**src/rtl/fesf_defines.vh**
```
// fesf_defines.vh: offsets, field positions, reset values and counts of the flag block
// assumes inclusion by bare name from the rtl files
`ifndef FESF_DEFINES_VH
`define FESF_DEFINES_VH

// register word offsets (byte addresses, 32-bit words)
`define FESF_OFF_STATUS_ONE   8'h00
`define FESF_OFF_STATUS_TWO   8'h04
`define FESF_OFF_EVENT        8'h08
`define FESF_OFF_PROTECT      8'h0C
`define FESF_OFF_CRC_START    8'h10
`define FESF_OFF_CRC_END      8'h14
`define FESF_OFF_CRC_CTRL     8'h18
`define FESF_OFF_SECTOR       8'h1C
`define FESF_OFF_COMMAND      8'h20

// status_one field positions
`define FESF_S1_BUSY          0
`define FESF_S1_ERS_ERR       5
`define FESF_S1_PRG_ERR       6

// status_two field positions
`define FESF_S2_SECT_OK       2
`define FESF_S2_CRC_ABORT     3
`define FESF_S2_CRC_SUSP      4

// event register bits (write one to raise the event)
`define FESF_EV_PRG_NO_CHANGE 0
`define FESF_EV_PRG_PROT      1
`define FESF_EV_NVREG_WRITE   2
`define FESF_EV_PWD_UPDATE    3
`define FESF_EV_BOOT_FAIL     4
`define FESF_EV_CFG_FAIL      5
`define FESF_EV_ERS_FAIL      6
`define FESF_EV_ERS_PROT      7
`define FESF_EV_NVREG_ERS_FAIL 8
`define FESF_EV_SECT_ERASE    9
`define FESF_EV_SECT_ERASE_OK 10
`define FESF_EV_WIDTH         11

// protect register bits
`define FESF_PR_ASP1          0
`define FESF_PR_ASP2          1
`define FESF_PR_PWD_MODE      2
`define FESF_PR_CFG_LO        3
`define FESF_PR_CFG_HI        7
`define FESF_PR_RESET         8'h06

// crc control bits
`define FESF_CC_START         0
`define FESF_CC_SUSPEND       1
`define FESF_CC_RESUME        2
`define FESF_CC_DONE          3

// command register bits
`define FESF_CMD_CLEAR_FAIL   0
`define FESF_CMD_SOFT_RESET   1
`define FESF_CMD_EVAL_ERASE   2

`define FESF_CRC_MIN_SPAN     32'h0000_0003
`define FESF_STATUS_RESET     8'h00
`define FESF_ADDR_W           8

`endif

```
**src/rtl/fesf_flags.v**
```verilog
// fesf_flags.v: program/erase error flags and status_two of a serial flash, wishbone slave
// assumes single clock, synchronous reset, classic wishbone master on the same clock
//
// Our own choices: the address map and the Wishbone slave port.
`timescale 1ns/10ps
`include "fesf_defines.vh"
module fesf_flags #(
    parameter AW = 32,
    parameter SW = 6
) (
    input  wire        clk_i,
    input  wire        rst_i,
    input  wire        ce_i,
    input  wire        wb_cyc_i,
    input  wire        wb_stb_i,
    input  wire        wb_we_i,
    input  wire [7:0]  wb_adr_i,
    input  wire [3:0]  wb_sel_i,
    input  wire [31:0] wb_dat_i,
    output reg  [31:0] wb_dat_o,
    output reg         wb_ack_o,
    output reg         wb_err_o,
    output reg         busy_o,
    output reg         program_error_o,
    output reg         erase_error_o,
    output reg  [7:0]  status_two_o
);
    reg  [7:0]         protect_q;
    reg  [AW-1:0]      crc_start_q;
    reg  [AW-1:0]      crc_end_q;
    reg  [SW-1:0]      sector_q;
    reg                prg_err_q;
    reg                ers_err_q;
    reg  [4:0]         cfg_nv_q;
    reg                op_busy_q;

    wire               crc_run;
    wire               crc_susp;
    wire               crc_abort;
    wire               sect_ok;

    wire req    = wb_cyc_i & wb_stb_i & ~wb_ack_o & ~wb_err_o;
    wire wr     = req & wb_we_i & wb_sel_i[0];
    wire wr_hi  = req & wb_we_i & wb_sel_i[1];
    wire [7:0]  d0 = wb_dat_i[7:0];
    wire [15:0] ev = {(wr_hi ? wb_dat_i[15:8] : 8'h00), (wr ? wb_dat_i[7:0] : 8'h00)};

    wire hit_s1  = wb_adr_i == `FESF_OFF_STATUS_ONE;
    wire hit_s2  = wb_adr_i == `FESF_OFF_STATUS_TWO;
    wire hit_ev  = wb_adr_i == `FESF_OFF_EVENT;
    wire hit_pr  = wb_adr_i == `FESF_OFF_PROTECT;
    wire hit_cs  = wb_adr_i == `FESF_OFF_CRC_START;
    wire hit_ce  = wb_adr_i == `FESF_OFF_CRC_END;
    wire hit_cc  = wb_adr_i == `FESF_OFF_CRC_CTRL;
    wire hit_sc  = wb_adr_i == `FESF_OFF_SECTOR;
    wire hit_cm  = wb_adr_i == `FESF_OFF_COMMAND;
    wire mapped  = hit_s1 | hit_s2 | hit_ev | hit_pr | hit_cs | hit_ce | hit_cc | hit_sc | hit_cm;

    wire err_any   = prg_err_q | ers_err_q;
    wire busy_now  = err_any | op_busy_q | crc_run;
    // error state refuses new operation events, busy does not; clear and reset stay open
    wire accept    = ~err_any;
    wire ev_wr     = hit_ev & accept;
    wire [15:0] evq = ev_wr ? ev : 16'h0000;

    wire cmd_clear = hit_cm & wr & d0[`FESF_CMD_CLEAR_FAIL];
    wire cmd_reset = hit_cm & wr & d0[`FESF_CMD_SOFT_RESET];
    wire cmd_eval  = hit_cm & wr & d0[`FESF_CMD_EVAL_ERASE] & accept;
    wire cc_wr     = hit_cc & wr & accept;

    // a nonvolatile config write carries its new bits 6:2 in event data 15:11
    wire cfg_locked = ~protect_q[`FESF_PR_ASP2] | ~protect_q[`FESF_PR_ASP1];
    wire nv_write   = evq[`FESF_EV_NVREG_WRITE];
    wire [4:0] nv_data = wb_dat_i[15:11];
    wire nv_change  = nv_write & wr_hi & (nv_data != cfg_nv_q);

    wire prg_set = evq[`FESF_EV_PRG_NO_CHANGE]
                 | evq[`FESF_EV_PRG_PROT]
                 | (nv_change & cfg_locked)
                 | (evq[`FESF_EV_PWD_UPDATE] & protect_q[`FESF_PR_PWD_MODE])
                 | evq[`FESF_EV_BOOT_FAIL] | evq[`FESF_EV_CFG_FAIL];
    wire ers_set = evq[`FESF_EV_ERS_FAIL]
                 | evq[`FESF_EV_ERS_PROT]
                 | evq[`FESF_EV_NVREG_ERS_FAIL]
                 | evq[`FESF_EV_BOOT_FAIL];

    wire sect_done = evq[`FESF_EV_SECT_ERASE];

    fesf_crc_ctl #(
        .AW (AW)
    ) u_crc (
        .clk_i        (clk_i),
        .rst_i        (rst_i | (cmd_reset & ce_i)),
        .ce_i         (ce_i),
        .start_addr_i (crc_start_q),
        .end_addr_i   (crc_end_q),
        .start_i      (cc_wr & d0[`FESF_CC_START]),
        .suspend_i    (cc_wr & d0[`FESF_CC_SUSPEND]),
        .resume_i     (cc_wr & d0[`FESF_CC_RESUME]),
        .done_i       (cc_wr & d0[`FESF_CC_DONE]),
        .running_o    (crc_run),
        .suspended_o  (crc_susp),
        .aborted_o    (crc_abort)
    );

    fesf_sector_track #(
        .SW (SW)
    ) u_sect (
        .clk_i          (clk_i),
        // soft reset must not slip past a frozen clock enable
        .rst_i          (rst_i | (cmd_reset & ce_i)),
        .ce_i           (ce_i),
        .erase_sector_i (sector_q),
        .erase_done_i   (sect_done),
        .erase_ok_i     (ev[`FESF_EV_SECT_ERASE_OK] & ~ers_set),
        .eval_sector_i  (sector_q),
        .eval_i         (cmd_eval),
        .sector_ok_o    (sect_ok)
    );

    // error flags: set beats clear in the same cycle
    always @(posedge clk_i) begin
        if (rst_i) begin
            prg_err_q <= 1'b0;
            ers_err_q <= 1'b0;
        end else if (ce_i) begin
            if (prg_set) begin
                prg_err_q <= 1'b1;
            end else if (cmd_clear | cmd_reset) begin
                prg_err_q <= 1'b0;
            end
            if (ers_set) begin
                ers_err_q <= 1'b1;
            end else if (cmd_clear | cmd_reset) begin
                ers_err_q <= 1'b0;
            end
        end
    end

    // configuration and address registers
    always @(posedge clk_i) begin
        if (rst_i) begin
            protect_q   <= `FESF_PR_RESET;
            crc_start_q <= {AW{1'b0}};
            crc_end_q   <= {AW{1'b0}};
            sector_q    <= {SW{1'b0}};
            cfg_nv_q    <= 5'h00;
            op_busy_q   <= 1'b0;
        end else if (ce_i) begin
            if (hit_pr & wr) begin
                protect_q <= d0;
            end
            if (hit_cs & req & wb_we_i) begin
                crc_start_q <= wb_dat_i[AW-1:0];
            end
            if (hit_ce & req & wb_we_i) begin
                crc_end_q <= wb_dat_i[AW-1:0];
            end
            if (hit_sc & wr) begin
                sector_q <= wb_dat_i[SW-1:0];
            end
            if (nv_change & ~cfg_locked & ~prg_set) begin
                cfg_nv_q <= nv_data;
            end
            // one cycle of busy for each accepted operation event
            op_busy_q <= |evq | cmd_eval;
        end
    end

    // wishbone answer: one cycle after the request, dropped the cycle after
    always @(posedge clk_i) begin
        if (rst_i) begin
            wb_ack_o <= 1'b0;
            wb_err_o <= 1'b0;
            wb_dat_o <= 32'h0000_0000;
        end else if (ce_i) begin
            wb_ack_o <= req & mapped;
            wb_err_o <= req & ~mapped;
            wb_dat_o <= 32'h0000_0000;
            if (req & ~wb_we_i) begin
                if (hit_s1) begin
                    wb_dat_o[`FESF_S1_BUSY]    <= busy_now;
                    wb_dat_o[`FESF_S1_ERS_ERR] <= ers_err_q;
                    wb_dat_o[`FESF_S1_PRG_ERR] <= prg_err_q;
                end else if (hit_s2) begin
                    wb_dat_o[7:0] <= status_two_o;
                end else if (hit_pr) begin
                    wb_dat_o[7:0] <= protect_q;
                end else if (hit_cs) begin
                    wb_dat_o[AW-1:0] <= crc_start_q;
                end else if (hit_ce) begin
                    wb_dat_o[AW-1:0] <= crc_end_q;
                end else if (hit_sc) begin
                    wb_dat_o[SW-1:0] <= sector_q;
                end else if (hit_ev) begin
                    wb_dat_o[15:11] <= cfg_nv_q;
                end
            end
        end
    end

    // pin-level status outputs
    always @(posedge clk_i) begin
        if (rst_i) begin
            busy_o          <= 1'b0;
            program_error_o <= 1'b0;
            erase_error_o   <= 1'b0;
            status_two_o    <= `FESF_STATUS_RESET;
        end else if (ce_i) begin
            busy_o          <= busy_now;
            program_error_o <= prg_err_q;
            erase_error_o   <= ers_err_q;
            // reserved bits 7:5 and suspend bits 1:0 read zero here
            status_two_o    <= {3'b000, crc_susp, crc_abort, sect_ok, 2'b00};
        end
    end
endmodule // fesf_flags

```
**src/rtl/fesf_crc_ctl.v**
```verilog
// fesf_crc_ctl.v: array integrity check sequencer, suspend and abort flags
// assumes start, suspend, resume and done pulses on clk_i
`timescale 1ns/10ps
`include "fesf_defines.vh"
module fesf_crc_ctl #(
    parameter AW = 32
) (
    input  wire          clk_i,
    input  wire          rst_i,
    input  wire          ce_i,
    input  wire [AW-1:0] start_addr_i,
    input  wire [AW-1:0] end_addr_i,
    input  wire          start_i,
    input  wire          suspend_i,
    input  wire          resume_i,
    input  wire          done_i,
    output reg           running_o,
    output reg           suspended_o,
    output reg           aborted_o
);
    localparam IDLE = 2'b00;
    localparam RUN  = 2'b01;
    localparam SUSP = 2'b10;

    reg  [1:0]  state_q;
    wire [AW:0] limit = {1'b0, start_addr_i} + `FESF_CRC_MIN_SPAN;
    wire        too_short = {1'b0, end_addr_i} < limit;

    always @(posedge clk_i) begin
        if (rst_i) begin
            state_q     <= IDLE;
            running_o   <= 1'b0;
            suspended_o <= 1'b0;
            aborted_o   <= 1'b0;
        end else if (ce_i) begin
            case (state_q)
                IDLE: begin
                    if (start_i) begin
                        if (too_short) begin
                            aborted_o <= 1'b1;
                        end else begin
                            aborted_o <= 1'b0;
                            state_q   <= RUN;
                            running_o <= 1'b1;
                        end
                    end
                end
                RUN: begin
                    if (done_i) begin
                        state_q   <= IDLE;
                        running_o <= 1'b0;
                    end else if (suspend_i) begin
                        state_q     <= SUSP;
                        suspended_o <= 1'b1;
                    end
                end
                SUSP: begin
                    if (resume_i) begin
                        state_q     <= RUN;
                        suspended_o <= 1'b0;
                    end
                end
                default: begin
                    state_q     <= IDLE;
                    running_o   <= 1'b0;
                    suspended_o <= 1'b0;
                end
            endcase
        end
    end
endmodule // fesf_crc_ctl

```
**src/rtl/fesf_sector_track.v**
```verilog
// fesf_sector_track.v: remembers per-sector erase outcome, answers evaluate requests
// assumes sector index already reduced to SW bits
`timescale 1ns/10ps
module fesf_sector_track #(
    parameter SW = 6
) (
    input  wire          clk_i,
    input  wire          rst_i,
    input  wire          ce_i,
    input  wire [SW-1:0] erase_sector_i,
    input  wire          erase_done_i,
    input  wire          erase_ok_i,
    input  wire [SW-1:0] eval_sector_i,
    input  wire          eval_i,
    output reg           sector_ok_o
);
    reg [(1<<SW)-1:0] ok_q;

    // erased flash keeps its outcome across resets in silicon; here reset clears it
    genvar g;
    generate
        for (g = 0; g < (1<<SW); g = g + 1) begin : g_sect
            always @(posedge clk_i) begin
                if (rst_i) begin
                    ok_q[g] <= 1'b0;
                end else if (ce_i && erase_done_i && erase_sector_i == g) begin
                    ok_q[g] <= erase_ok_i;
                end
            end
        end
    endgenerate

    always @(posedge clk_i) begin
        if (rst_i) begin
            sector_ok_o <= 1'b0;
        end else if (ce_i && eval_i) begin
            sector_ok_o <= ok_q[eval_sector_i];
        end
    end
endmodule // fesf_sector_track

```
**config.mk**
```make
export PLATFORM = sky130hd
export DESIGN_NAME = fesf_flags
export DESIGN_NICKNAME = d
export VERILOG_FILES = /design/src/rtl/fesf_flags.v /design/src/rtl/fesf_crc_ctl.v /design/src/rtl/fesf_sector_track.v
export VERILOG_INCLUDE_DIRS = /design/src /design/src/rtl
export SDC_FILE = /design/constraint.sdc
export NUM_CORES = 1
export LEC_CHECK = 0
export ABC_AREA = 0
export BUFFER_PORTS_ARGS = -buffer_cell sky130_fd_sc_hd__buf_2
export CORE_MARGIN = 2
export CORE_UTILIZATION = 54
export DETAILED_ROUTE_END_ITERATION = 10
export PLACE_DENSITY_LB_ADDON = 0.25
export SLEW_MARGIN = 20
export SYNTH_ARGS = -nofsm -noshare
export SYNTH_HDL_FRONTEND = slang
export SYNTH_HIERARCHICAL = 1
export SYNTH_SLANG_ARGS = --single-unit
export TNS_END_PERCENT = 30
```
**constraint.sdc**
```tcl
create_clock -name clk_i -period 2.95 [get_ports clk_i]
set_input_delay 0.295 -clock clk_i [delete_from_list [all_inputs] [get_ports clk_i]]
set_output_delay 0.295 -clock clk_i [all_outputs]
set_load 0.005 [all_outputs]
```
==> metrics.txt <==
Max IR drop VDD=approximately 0.35 mV; Port Buffers=87; Final HPWL DP=between 15000 and 20000 um; most frequent cell after synthesis=nand2_1; dpl cells=~1500; worst min path class=input pin to register; Yosys top cell area share=0.379; cell area after layout=about 0.012 mm^2; CP bufs+invs=3; largest net degree at the start of global routing=between 60 and 70; Vias/cell=slightly below 6; r2r worst-path depth=14; Initial DRC Count=a little over 600; Setup violations, final=0; asr flop ratio synth=0; vias in the first global route=8891; hold endpoint=crc_end_q[24]; CTS tree=done; Pins Over Slew Limit=0; RSZ-0062 raised after global routing=true; Critical Path Source=crc_start_q[0]; Ys Warns=6; Area growth, synth to finish=15.9%; Residual DRC=0; Crit. End Element=register; leakage power=4.90 nW; Reg-to-Reg Start=crc_start_q[0]; Ports=95; Core Util, Final=0.639; Clock Skews=slightly above 0.006 ns; sequential power share=0.499; Sink Count=196; worst rel slew slack=0.364; placed instance area=~0.011 mm^2; Clock transition at path regs=around 0.07 ns; slowest cell on the critical path=or3_4; Mapped Area=roughly 0.010 mm^2; top post-synthesis cells by count=nand2_1, dfxtp_1, nor2_1; power density over cell area=around 440 mW/mm^2; Yosys top cell by area=dfxtp_1; maxcap violations=0; Clock Tree Root=clkbuf_16; Vias=9261; Worst Path Required=3.31 ns; FF+latch area=a little under 0.004 mm^2; Wirelength per Cell=approximately 18 um; CTS hold repair buffers=0; max incr delay on CP=~0.43 ns; Cell Rows=50; grt total ovfl=0; Starting Density=0.551; Crit Path Category=register to register; CP max FO=3; die area=between 0.02 and 0.025 mm^2; CTS Buf Count=17; register bit total from synthesis=196; Finished Layout Cells=1575; status=complete, no violations; Reg-to-Reg End=u_crc/running_o; clk buf depth=2; clock power share=0.457; Tcrit/Tclk final=0.993; worst slew pin tran=approximately 0.95 ns; critical path arrival=~3.3 ns; Netlist cell types=78; Hold Path Depth=3; crit path cell chain=buf_4, o2111ai_2, or3_4, buf_4, nor2_1, nand3_1, xor2_1, ha_1, and4_1, nand2_2, nor4_4, buf_4, o2111ai_1, o211ai_1; Worst-Skew Late Latency=between 0.4 and 0.5 ns; Int Power=4.09 mW; GPL Wtd Cong=~0.9; Sw Share=0.228; n_diodes=0; first-pass GRT wire length=45800 um; Net Switching=1.21 mW; Die X=142 um; fmax=between 300 and 400 MHz; total chip power=approximately 5.3 mW; drt total wl=about 29000 um; crit path launch type=register; GRT Resource Usage Total=0.285; Hold Vio Cnt, Final=0; Post-synth EDFFs=0; Pre-antenna DRT Iters=5; combinational share of power=0.043; share of cells above drive strength 1=0.195; Core ar.=0.0188 mm^2; Mapped Cells=~1200; Detail Route Antenna Nets=0; Die Y=142 um; Avg Cell Area, Syn=8.46 um^2; Nets=approximately 1400; fillers=1601; H-Tree Level Count=4; slack of the worst reg-to-reg path=0.02 ns; Crit path max-delay family=simple AND/OR/NAND/NOR gates; fin crit period=2.93 ns; Hold Slack=about 0.11 ns; Seq/Total Area, Yosys=0.379; Multi-input gate area=0.00613 mm^2; Most Frequent Cell on Critical Path=buf_4; Area contributors post-synth=dfxtp_1, nand2_1, mux2i_1; Min-Delay Startpoint=wb_dat_i[24]; ys flop type=dfxtp_1; initial antenna violation count=0
[repair_timing]
item	4_1_cts	5_1_grt
endpoints found under the setup margin	3	3
buffers inserted	4	0
gates resized for setup	14	5
pin swaps	9	4
[layer usage]
layer  vias to the layer above  wire length, um  GRT usage
met4                         0              945      0.115
met2                       312            13800      0.481
li1                       4501                -          -
met5                         -                0          0
met1                      4373            12300      0.360
met3                        75             1510     0.0545
[metrics by stage]
stage,TNS (ns),setup slack (ns)
floorplan,0,0.0111
global placement,-0.00630,-0.00513
detailed placement,-0.132,-0.0500
CTS,-0.101,-0.0482
global route,-0.382,-0.132
finish,0,0.0212
[sequential cells by signal, summed over array words and instances (netlist names)]
name	count
busy_o	1
cfg_nv_q	5
crc_end_q	32
crc_start_q	32
erase_error_o	1
ers_err_q	1
op_busy_q	1
prg_err_q	1
program_error_o	1
protect_q	8
sector_q	6
status_two_o	3
u_crc/aborted_o	1
u_crc/running_o	1
u_crc/state_q	2
u_crc/suspended_o	1
u_sect/ok_q	64
u_sect/sector_ok_o	1
wb_ack_o	1
wb_dat_o	32
wb_err_o	1
[placed cells by master, fill, tap and decap left out, types with 10 or more instances in the layout]
master	Yosys	layout
nor3_1	21	20
nand4_1	14	14
mux2i_1	84	84
dfxtp_1	196	194
buf_4	7	70
and3_1	14	12
buf_2	14	86
a21oi_1	86	86
clkbuf_16	0	17
xnor2_1	11	11
o21ai_0	18	16
nand2_1	244	243
ha_1	32	31
o22ai_1	11	11
xor2_1	24	24
mux2_2	23	23
nand3_1	22	21
nor2_1	145	143
o21ai_1	8	10
a22oi_1	24	24
and2_1	11	10
[power by group through the flow]
stage / registers, mW / clock network (mW) / logic (mW)
6_report: 2.65 / 2.42 / 0.230
5_1_grt: 2.65 / 2.57 / 0.243
4_1_cts: 2.65 / 2.46 / 0.225
3_5_place_dp: 2.71 / 0 / 0.225
3_3_place_gp: 2.71 / 0 / 0.225
2_1_floorplan: 2.71 / 0 / 0.120
[cell type report]
type,instances,area share
multi-input combinational,942,0.511
clock inverter,12,0.0126
sequential,196,0.327
clock buffer,20,0.0381
timing repair buffer,158,0.0823
tap,234,0.0244
inverter,13,0.00407
[worst reg2reg max path, stage by stage (launching register included)]
cell and delay [ns]:
dfxtp_2 0.35, buf_4 0.11, o2111ai_2 0.13, or3_4 0.43
buf_4 0.16, nor2_1 0.17, nand3_1 0.12, xor2_1 0.17
ha_1 0.28, and4_1 0.19, nand2_2 0.09, nor4_4 0.30
buf_4 0.16, o2111ai_1 0.10, o211ai_1 0.11
[worst max path at each step]
stage,endpoint,depth (start not counted)
after floorplan,u_crc/running_o,13
after global placement,u_crc/running_o,14
after detailed placement,u_crc/running_o,14
after CTS,u_crc/running_o,16
after global routing,u_crc/state_q[0],15
final,u_crc/running_o,14
[cell families after synthesis]
family          Yosys count  synth area share
mux                     126             0.141
other cells               1          0.000362
buf+inv                  90            0.0394
xor+xnor                 35            0.0296
flops                   196             0.379
compound gates          209             0.132
fa+ha+maj                32            0.0387
simple gates            535             0.240
Note: power is estimated with default switching activity, not from simulation.
